File: config.mk
export PLATFORM = sky130hd
export DESIGN_NAME = sbs_scan_unit
export DESIGN_NICKNAME = d
export VERILOG_FILES = /design/src/sbs_pkg.sv /design/src/sbs_scan_unit.sv /design/src/sbs_sync.sv
export SDC_FILE = /design/constraint.sdc
export NUM_CORES = 1
export LEC_CHECK = 0
export ABC_AREA = 1
export ABC_CLOCK_PERIOD_IN_PS = 4300
export BUFFER_PORTS_ARGS = -buffer_cell sky130_fd_sc_hd__buf_2
export CORE_UTILIZATION = 55
export DETAILED_ROUTE_END_ITERATION = 10
export PLACE_DENSITY = 0.75
export SLEW_MARGIN = 20
export SYNTH_ARGS = -nofsm -noshare
export SYNTH_HDL_FRONTEND = slang
export SYNTH_SLANG_ARGS = --single-unit
File: constraint.sdc
create_clock -name core_clk -period 4.3 [get_ports core_clk]
set_input_delay 0.43 -clock core_clk [delete_from_list [all_inputs] [get_ports core_clk]]
set_output_delay 0.43 -clock core_clk [all_outputs]
set_load 0.01 [all_outputs]
File: src/sbs_pkg.sv
// Purpose: shared constants and types for the memory boundary-scan instruction unit
// Assumes: test port pins arrive asynchronously to core_clk
// Notes: instruction codes read msb left, lsb right
package sbs_pkg;

  localparam int SBS_IR_W = 3;
  localparam int SBS_ID_W = 32;

  localparam logic [2:0] SBS_OP_EXTERNAL = 3'h0;
  localparam logic [2:0] SBS_OP_IDENT = 3'h1;
  localparam logic [2:0] SBS_OP_SAMPLE_FLOAT = 3'h2;
  localparam logic [2:0] SBS_OP_PRELOAD = 3'h4;
  localparam logic [2:0] SBS_OP_BYPASS = 3'h7;

  // fixed pattern loaded in capture-ir, bit 2 taken as zero
  localparam logic [2:0] SBS_IR_CAPTURE = 3'h1;
  localparam logic [2:0] SBS_IR_RESET = SBS_OP_IDENT;

  // arbitrary neutral identification value, lsb set as the scan standard asks
  localparam logic [31:0] SBS_ID_DEFAULT = 32'h0000_0001;

  localparam logic SBS_BYPASS_CAPTURE = 1'h0;

  typedef enum logic [3:0] {
    TAP_RESET, TAP_IDLE, TAP_SEL_DR, TAP_CAP_DR, TAP_SH_DR, TAP_EX1_DR, TAP_PAU_DR,
    TAP_EX2_DR, TAP_UPD_DR, TAP_SEL_IR, TAP_CAP_IR, TAP_SH_IR, TAP_EX1_IR, TAP_PAU_IR,
    TAP_EX2_IR, TAP_UPD_IR
  } sbs_tap_e;

  typedef enum logic [1:0] {
    PATH_BOUNDARY, PATH_IDENT, PATH_BYPASS
  } sbs_path_e;

  // test port pins as seen by the block
  typedef struct packed {
    logic tck;
    logic tms;
    logic tdi;
  } sbs_pins_s;

  // serial output pin
  typedef struct packed {
    logic tdo;
    logic tdo_oe;
  } sbs_tdo_s;

endpackage : sbs_pkg

File: src/sbs_scan_unit.sv
// Purpose: test access port with instruction decode and data register selection
// Assumes: tck well below core_clk/4; memory pin levels stable during capture
// Notes: private codes select the bypass register; no test reset pin exists
`timescale 1ns/1ps

// Operation
// - code 000 selects the external test instruction.
// - memory input pins keep working; scan never blocks them.
// - external test drives boundary contents on outputs at falling tck in update-ir.
// - external test capture-dr loads pin levels and defaults into boundary register.
// - during external test each output drives its boundary cell value.
// - code 001 captures identification value and shifts it between tdi and tdo.
// - identification instruction is current after reset and in test-logic-reset.
// - code 010 floats memory outputs and shifts the boundary register.
// - code 100 captures the pin ring and shifts it, outputs not floated.
// - code 111 places the one-bit bypass register in the serial path.
// - instruction codes are binary, msb leftmost, lsb rightmost.
// - instruction register is three bits; capture-ir loads 01 in the low bits.
// - identification register is 32 bits, bit zero shifted out first.
// - scan registers sample tdi on rising tck, change tdo on falling tck.
module sbs_scan_unit import sbs_pkg::*; #(
  parameter int BSR_LEN = 16,
  parameter logic [BSR_LEN-1:0] BSR_PIN_MASK = '1,
  parameter logic [BSR_LEN-1:0] BSR_DEFAULT = '1,
  parameter logic [31:0] ID_VALUE = SBS_ID_DEFAULT
) (
  // clock and reset
  input wire logic core_clk,
  input wire logic srst,
  // test port pins
  input wire sbs_pins_s pins,
  output sbs_tdo_s tdo_pin,
  // memory pin ring
  input wire logic [BSR_LEN-1:0] ring_in,
  output logic [BSR_LEN-1:0] ring_out,
  output logic scan_drive,
  output logic outputs_float,
  // current instruction
  output logic [SBS_IR_W-1:0] instr
);

  sbs_pins_s pins_q;
  logic [BSR_LEN-1:0] ring_q;
  logic tck_prev;
  logic tck_rise;
  logic tck_fall;
  sbs_tap_e state;
  sbs_tap_e next_state;
  logic [SBS_IR_W-1:0] ir_shift;
  logic [BSR_LEN-1:0] bsr;
  logic [SBS_ID_W-1:0] id_shift;
  logic bypass_bit;
  sbs_path_e path;

  // refuse a boundary register too short to shift
  if (BSR_LEN < 2) begin : g_len_check
    $error("sbs_scan_unit: boundary register needs at least two cells");
  end

  function automatic sbs_path_e path_of(input logic [SBS_IR_W-1:0] code);
    case (code)
      SBS_OP_EXTERNAL, SBS_OP_SAMPLE_FLOAT, SBS_OP_PRELOAD: path_of = PATH_BOUNDARY;
      SBS_OP_IDENT: path_of = PATH_IDENT;
      SBS_OP_BYPASS: path_of = PATH_BYPASS;
      default: path_of = PATH_BYPASS;
    endcase
  endfunction : path_of

  sbs_sync #(.W(3)) u_pin_sync (
    .core_clk(core_clk),
    .srst(srst),
    .din(pins),
    .dout(pins_q)
  );

  // memory ring is only observed, never gated
  sbs_sync #(.W(BSR_LEN)) u_ring_sync (
    .core_clk(core_clk),
    .srst(srst),
    .din(ring_in),
    .dout(ring_q)
  );

  always_ff @(posedge core_clk) begin
    if (srst) begin
      tck_prev <= 1'b0;
    end else begin
      tck_prev <= pins_q.tck;
    end
  end

  assign tck_rise = pins_q.tck & ~tck_prev;
  assign tck_fall = ~pins_q.tck & tck_prev;
  assign path = path_of(instr);

  always_comb begin
    next_state = state;
    case (state)
      TAP_RESET: next_state = pins_q.tms ? TAP_RESET : TAP_IDLE;
      TAP_IDLE: next_state = pins_q.tms ? TAP_SEL_DR : TAP_IDLE;
      TAP_SEL_DR: next_state = pins_q.tms ? TAP_SEL_IR : TAP_CAP_DR;
      TAP_CAP_DR: next_state = pins_q.tms ? TAP_EX1_DR : TAP_SH_DR;
      TAP_SH_DR: next_state = pins_q.tms ? TAP_EX1_DR : TAP_SH_DR;
      TAP_EX1_DR: next_state = pins_q.tms ? TAP_UPD_DR : TAP_PAU_DR;
      TAP_PAU_DR: next_state = pins_q.tms ? TAP_EX2_DR : TAP_PAU_DR;
      TAP_EX2_DR: next_state = pins_q.tms ? TAP_UPD_DR : TAP_SH_DR;
      TAP_UPD_DR: next_state = pins_q.tms ? TAP_SEL_DR : TAP_IDLE;
      TAP_SEL_IR: next_state = pins_q.tms ? TAP_RESET : TAP_CAP_IR;
      TAP_CAP_IR: next_state = pins_q.tms ? TAP_EX1_IR : TAP_SH_IR;
      TAP_SH_IR: next_state = pins_q.tms ? TAP_EX1_IR : TAP_SH_IR;
      TAP_EX1_IR: next_state = pins_q.tms ? TAP_UPD_IR : TAP_PAU_IR;
      TAP_PAU_IR: next_state = pins_q.tms ? TAP_EX2_IR : TAP_PAU_IR;
      TAP_EX2_IR: next_state = pins_q.tms ? TAP_UPD_IR : TAP_SH_IR;
      TAP_UPD_IR: next_state = pins_q.tms ? TAP_SEL_DR : TAP_IDLE;
      default: next_state = TAP_RESET;
    endcase
  end

  always_ff @(posedge core_clk) begin
    if (srst) begin
      state <= TAP_RESET;
    end else if (tck_rise) begin
      state <= next_state;
    end
  end

  // instruction shift path, sampled on rising tck
  always_ff @(posedge core_clk) begin
    if (srst) begin
      ir_shift <= SBS_IR_RESET;
    end else if (tck_rise) begin
      if (state == TAP_CAP_IR) begin
        ir_shift <= SBS_IR_CAPTURE;
      end else if (state == TAP_SH_IR) begin
        ir_shift <= {pins_q.tdi, ir_shift[SBS_IR_W-1:1]};
      end
    end
  end

  // new instruction takes effect on falling tck in update-ir
  always_ff @(posedge core_clk) begin
    if (srst) begin
      instr <= SBS_IR_RESET;
    end else if (tck_fall) begin
      if (state == TAP_RESET) begin
        instr <= SBS_IR_RESET;
      end else if (state == TAP_UPD_IR) begin
        instr <= ir_shift;
      end
    end
  end

  // boundary register: capture pin levels or defaults, then shift
  always_ff @(posedge core_clk) begin
    if (srst) begin
      bsr <= BSR_DEFAULT;
    end else if (tck_rise && path == PATH_BOUNDARY) begin
      if (state == TAP_CAP_DR) begin
        bsr <= (ring_q & BSR_PIN_MASK) | (BSR_DEFAULT & ~BSR_PIN_MASK);
      end else if (state == TAP_SH_DR) begin
        bsr <= {pins_q.tdi, bsr[BSR_LEN-1:1]};
      end
    end
  end

  // identification register, bit zero leaves first
  always_ff @(posedge core_clk) begin
    if (srst) begin
      id_shift <= ID_VALUE;
    end else if (tck_rise && path == PATH_IDENT) begin
      if (state == TAP_CAP_DR) begin
        id_shift <= ID_VALUE;
      end else if (state == TAP_SH_DR) begin
        id_shift <= {pins_q.tdi, id_shift[SBS_ID_W-1:1]};
      end
    end
  end

  always_ff @(posedge core_clk) begin
    if (srst) begin
      bypass_bit <= SBS_BYPASS_CAPTURE;
    end else if (tck_rise && path == PATH_BYPASS) begin
      if (state == TAP_CAP_DR) begin
        bypass_bit <= SBS_BYPASS_CAPTURE;
      end else if (state == TAP_SH_DR) begin
        bypass_bit <= pins_q.tdi;
      end
    end
  end

  // serial output changes on falling tck, enabled only while shifting
  always_ff @(posedge core_clk) begin
    if (srst) begin
      tdo_pin <= '0;
    end else if (tck_fall) begin
      tdo_pin.tdo_oe <= (state == TAP_SH_IR) || (state == TAP_SH_DR);
      if (state == TAP_SH_IR) begin
        tdo_pin.tdo <= ir_shift[0];
      end else begin
        case (path)
          PATH_BOUNDARY: tdo_pin.tdo <= bsr[0];
          PATH_IDENT: tdo_pin.tdo <= id_shift[0];
          PATH_BYPASS: tdo_pin.tdo <= bypass_bit;
          default: tdo_pin.tdo <= bypass_bit;
        endcase
      end
    end
  end

  // parallel output latch loads on falling tck in either update state
  always_ff @(posedge core_clk) begin
    if (srst) begin
      ring_out <= BSR_DEFAULT;
    end else if (tck_fall && (state == TAP_UPD_IR || state == TAP_UPD_DR)) begin
      ring_out <= bsr;
    end
  end

  // drive and float controls follow the current instruction
  always_ff @(posedge core_clk) begin
    if (srst) begin
      scan_drive <= 1'b0;
      outputs_float <= 1'b0;
    end else begin
      scan_drive <= (instr == SBS_OP_EXTERNAL);
      outputs_float <= (instr == SBS_OP_SAMPLE_FLOAT);
    end
  end

endmodule : sbs_scan_unit

File: src/sbs_sync.sv
// Purpose: two-stage synchroniser for a group of asynchronous levels
// Assumes: inputs are levels, not pulses shorter than two core_clk periods
// Notes: only the second stage leaves the module
`timescale 1ns/1ps
module sbs_sync #(
  parameter int W = 1
) (
  // clock and reset
  input wire logic core_clk,
  input wire logic srst,
  // asynchronous levels in, synchronised levels out
  input wire logic [W-1:0] din,
  output logic [W-1:0] dout
);

  logic [W-1:0] meta;

  // refuse a width the register cannot take
  if (W < 1) begin : g_width_check
    $error("sbs_sync: width must be at least one");
  end

  always_ff @(posedge core_clk) begin
    if (srst) begin
      meta <= '0;
      dout <= '0;
    end else begin
      meta <= din;
      dout <= meta;
    end
  end

endmodule : sbs_sync

# Word level (Yosys, flattened, before mapping)
# Index checks and enable logic that the tools add are counted.
[op_classes]
bitwise = 4
mux = 26
n_reduce_logical = 21
eq_ne = 20
[op_table]
columns = ["operator", "count"]
rows = [
  ["two-way mux 32 bit", 2],
  ["one-hot mux 4 bit (12 select lines)", 1],
  ["equality test 4 bit (second input constant)", 8],
  ["two-way mux 16 bit", 2],
  ["two-way mux 3 bit", 6],
  ["equality test 4 x 3 -> 1 bit (second input constant)", 4],
  ["two-way mux 4 bit", 4],
  ["AND reduction 2 bit", 5],
  ["equality test 4 x 2 -> 1 bit (second input constant)", 2],
  ["two-way mux 1 bit", 6],
  ["two-way mux 2 bit", 3],
  ["nonzero test 2 bit", 3],
  ["OR reduction 3 bit", 2],
  ["equality test 4 x 1 -> 1 bit (second input constant)", 1],
  ["logical AND 1 bit", 4],
  ["logical NOT 4 bit", 1],
  ["one-hot mux 2 bit (2 select lines)", 1],
  ["OR reduction 2 bit", 2],
  ["equality test 3 x 1 -> 1 bit (second input constant)", 1],
  ["equality test 3 x 2 -> 1 bit (second input constant)", 1],
  ["equality test 3 bit (second input constant)", 1],
  ["logical NOT 3 bit", 1],
  ["bitwise AND 1 bit", 2],
  ["equality test 2 x 1 -> 1 bit (second input constant)", 1],
  ["5 further kinds", 7],
]
[word_totals]
register_bits = 118
out_inout_bits = 23
elab_cells = 87
in_bits = 21

# Depth between registers and ports, before layout
[logic_depth]
depth_word = 6
depth_mapped = 10
depth_no_buf = 8

# By module
# A second synthesis with hierarchy kept.
[unflattened]
hier_cells = 563
hier_area_um2 = 4521.8
[by_module_without_submodules]
columns = ["module", "cells_per_inst", "instances", "area_each_um2", "seq_area_each_um2"]
rows = [
  ["sbs_scan_unit", 446, 1, 3442.1, 1601.5],
  ["sbs_sync (u_ring_sync)", 99, 1, 914.6, 640.6],
  ["sbs_sync (u_pin_sync)", 18, 1, 165.2, 120.1],
]

# Worst setup path before layout
# No wires, ideal clock.
[synth_timing]
path_kind = "register -> register"
from = "reg state[0]"
to = "reg id_shift[24]"
setup_ps = 132
t_arrival_ps = 1318
path_buffers = 3
slack_ps = 2849
path_stages_with_launch = 10
path_cell_list = "dfxtp_1 -> buf_2 -> nor2_2 -> nand2_1 -> nand2_4 -> nand3_4 -> buf_6 -> buf_2 -> nand2_1 -> a21oi_1"
[synth_between]
elab_chain_len = 3
elab_cells_between_ends = 5
cone_classes = "eq/ne (2); mux (1); reduce/logical (2)"
[synth_rtl]
columns = ["element", "line", "source"]
rows = [
  ["from (decl)", "sbs_scan_unit.sv:47", "sbs_tap_e state;"],
  ["from (signal assigned)", "sbs_scan_unit.sv:123", "state <= next_state;"],
  ["equality test 4 x 2 -> 1 bit or equality test 4 x 3 -> 1 bit (tied branches)", "sbs_scan_unit.sv:171, sbs_scan_unit.sv:173", ""],
  ["nonzero test 2 bit (no source line)", "--", ""],
  ["AND reduction 2 bit (no source line)", "--", ""],
  ["to (signal assigned)", "sbs_scan_unit.sv:174", "id_shift <= {pins_q.tdi, id_shift[SBS_ID_W-1:1]};"],
  ["to (decl)", "sbs_scan_unit.sv:51", "logic [SBS_ID_W-1:0] id_shift;"],
]
# Parallel ways exist; a longest one is shown, timed or not.
# A chain may end at the register's enable or synchronous reset.

# Final worst setup path
[layout_timing]
from = "reg state[0]"
to = "reg id_shift[27]"
# Same word-level chain as after synthesis.

==> reports/qor.yml <==
p_sw_share_pct: 20.2
max_freq_ghz: 0.381
final_max_slew_viol_count: 0
die_width_um: 92.6
synthTopCellsByArea: "dfxtp_1 52%, nand2_1 11%, a21oi_1 5.2%"
die_area_um2: 8580
coreArea_um2: 7850
synth_ff_type: "dfxtp_1"
root_buffer: "clkbuf_8"
row_count: 32
cp.required_ns: 4.73
rsz0062_at_grt: "no"
timing.max_cap.violations: 0
reg2reg_from: "state[0]$_SDFFE_PP0P_"
drtPass1Iterations: 5
cts_sinks: 118
crit_chain: "nand2_1 -> inv_2 -> nand2_2 -> nand2_4 -> nand3_4 -> nand3b_1 -> a21oi_1"
synth_most_common_cell: "nand2_1"
clock_latency_ns: 0.51
max_stage_delay_ns: 0.53
cts_max_level: 4
synth-edff-count: 0
dp_cells: 683
period_needed_ns: 2.62
path_max_fanout: 59
pwr-share-clk_pct: 57.0
drt_wl_total_mm: 9.14
synth_top_area_share_pct: 52.3
timing.final.crit_share_pct: 61.0
layout.nets: 621
worstSetupEndpointType: "flop"
powerDensity_nw_per_um2: 512
peakVddDrop_v: 0.000307
clk_pin_slew_ns: 0.06
yosysSeqAreaShare_pct: 52.3
drt-initial-drc-count: 197
route.detailed.drc: 0
ys_ff_latch: 118
p_seq_share_pct: 40.8
crit_start: "state[0]$_SDFFE_PP0P_"
port_buffers: 43
dp_hpwl_mm: 5.44
setup_violations: 0
grt_pass1_vias: 3439
ys_types: 28
syn-cell-area_um2: 4520
post_cts_buffers: 0
final_cells: 715
tightest_slew_ns: 0.966
grt_usage_pct: 23.2
numCtsBuffers: 17
timing.hold.ws_ns: 0.120
place_congestion: 0.872
internal_power_mw: 2.19
routed_via_density: 5.15
yosys-top-cells-count: "129 x nand2_1, 118 x dfxtp_1, 52 x inv_1, 52 x nor2_1, 47 x a21oi_1"
cts_buffer_depth: 2
hold_buffers: 0
wl_per_cell_um: 12.8
rrSetupSlack_ns: 1.68
area_delta_synth_final_pct: 19.0
drive_gt1_share_pct: 16.3
ys_async_sr_fraction_pct: 0
hold_path.class: "in2reg"
cts_tree: "done"
cp_slowest_cell: "nand2_2"
hold_viol: 0
avgSynthCellArea_um2: 7.98
via_count: 3684
critPathKind: "reg2reg"
fillers: 648
antenna_left: 0
comb_power_share_pct: 2.2
start_util_pct: 57.5
fin_skew_ns: 0.00550
tns_ns: 0
critPathLaunchType: "flop"
synth_warnings: 0
antenna_found_initial: 0
synthCells: 566
n_antenna_cell: 0
synth_nets: 587
yosys.area.top_type: "dfxtp_1"
cts_resized: 0
grt_max_degree: 85
io-pin-count: 44
hp-start: "ring_in[3]"
p_switching_mw: 0.556
die_y_um: 92.6
status: "completed"
p_leak_nw: 2.33
overflow: 0
grt_pass1_wl_mm: 15.7
cp.arrival_ns: 3.05
max_slew_margin_pct: 35.4
## metal layers
metal / GRT usage [%] / vias to the layer above / wire [um]
met2: 37.7 / 79 / 4340
met1: 29.6 / 1707 / 4370
li1: - / 1890 / -
met5: 0 / - / 0
met3: 6.16 / 8 / 344
met4: 8.33 / 0 / 98
## power by group through the flow
stage / clock network [mW] / logic, mW / registers [mW]
global placement: 0 / 0.0602 / 1.14
floorplan: 0 / 0.0416 / 1.14
CTS: 1.59 / 0.0619 / 1.12
finish: 1.57 / 0.0614 / 1.12
global route: 1.64 / 0.0707 / 1.12
detailed placement: 0 / 0.0612 / 1.14
## sequential cells by signal, indices dropped and copies added (netlist names)
signal	flops
bsr	16
id_shift	32
scan_drive	1
bypass_bit	1
ir_shift	3
ring_out	16
u_pin_sync.meta	3
tck_prev	1
instr	3
tdo_pin	2
u_ring_sync.meta	16
state	4
u_ring_sync.dout	16
outputs_float	1
u_pin_sync.dout	3
## placed cells by master (no fill, tap or decap), types with 4 or more instances in the layout
cell / Yosys / layout
a21oi_1: 47 / 47
buf_2: 10 / 43
bufinv_16: 0 / 6
clkbuf_16: 0 / 16
clkinv_4: 0 / 4
dfxtp_1: 118 / 118
inv_1: 52 / 52
inv_2: 6 / 6
nand2_1: 129 / 129
nand3_1: 41 / 41
nand3b_1: 31 / 31
nor2_1: 52 / 52
nor2_2: 5 / 5
o211ai_1: 16 / 16
o21ai_0: 8 / 8
or2_1: 8 / 8
or2_2: 7 / 7
## area by class of cell
cell class / count / area [um2] / area share (%)
multi-input cells: 360 / 1770 / 33.0
inverters: 59 / 221 / 4.12
repair buffers: 44 / 223 / 4.15
clock buffers: 17 / 414 / 7.71
well taps: 102 / 128 / 2.38
clock inverters: 15 / 251 / 4.68
flip-flops and latches: 118 / 2360 / 44.0
## path summary, 6_finish.rpt
path / to / cells past startpoint
hold / removal: u_ring_sync.meta[3]$_SDFF_PP0_ / 3
hold reg to reg: u_ring_sync.dout[7]$_SDFF_PP0_ / 2
setup / recovery: id_shift[27]$_SDFFE_PP0P_ / 7
setup reg to reg: id_shift[27]$_SDFFE_PP0P_ / 7
## through the flow
step                      total power [mW]  cell area (um2)  setup WS [ns]  util, %
after floorplan                       1.18             4520           2.85        -
after global placement                1.20             4710           1.81     60.0
after detailed placement              1.21             4710           1.72     60.0
after CTS                             2.77             5370           1.67     68.5
after global routing                  2.83             5370           1.35     68.5
final                                 2.75             5370           1.68     68.5
## kinds of logic after synthesis
group / synth area share [%]
buffers and inverters: 8.42
AO/OA/AOI/OAI: 9.50
AND/OR/NAND/NOR: 29.8
flip-flops: 52.3
## critical path: cells and delay by family (launching register included)
kind,cells,cell delay (ns)
flip-flops,1,0.48
AO/OA/AOI/OAI,1,0.18
buffers and inverters,1,0.11
AND/OR/NAND/NOR,5,1.75
No activity file was read; power rests on OpenSTA's default activity.
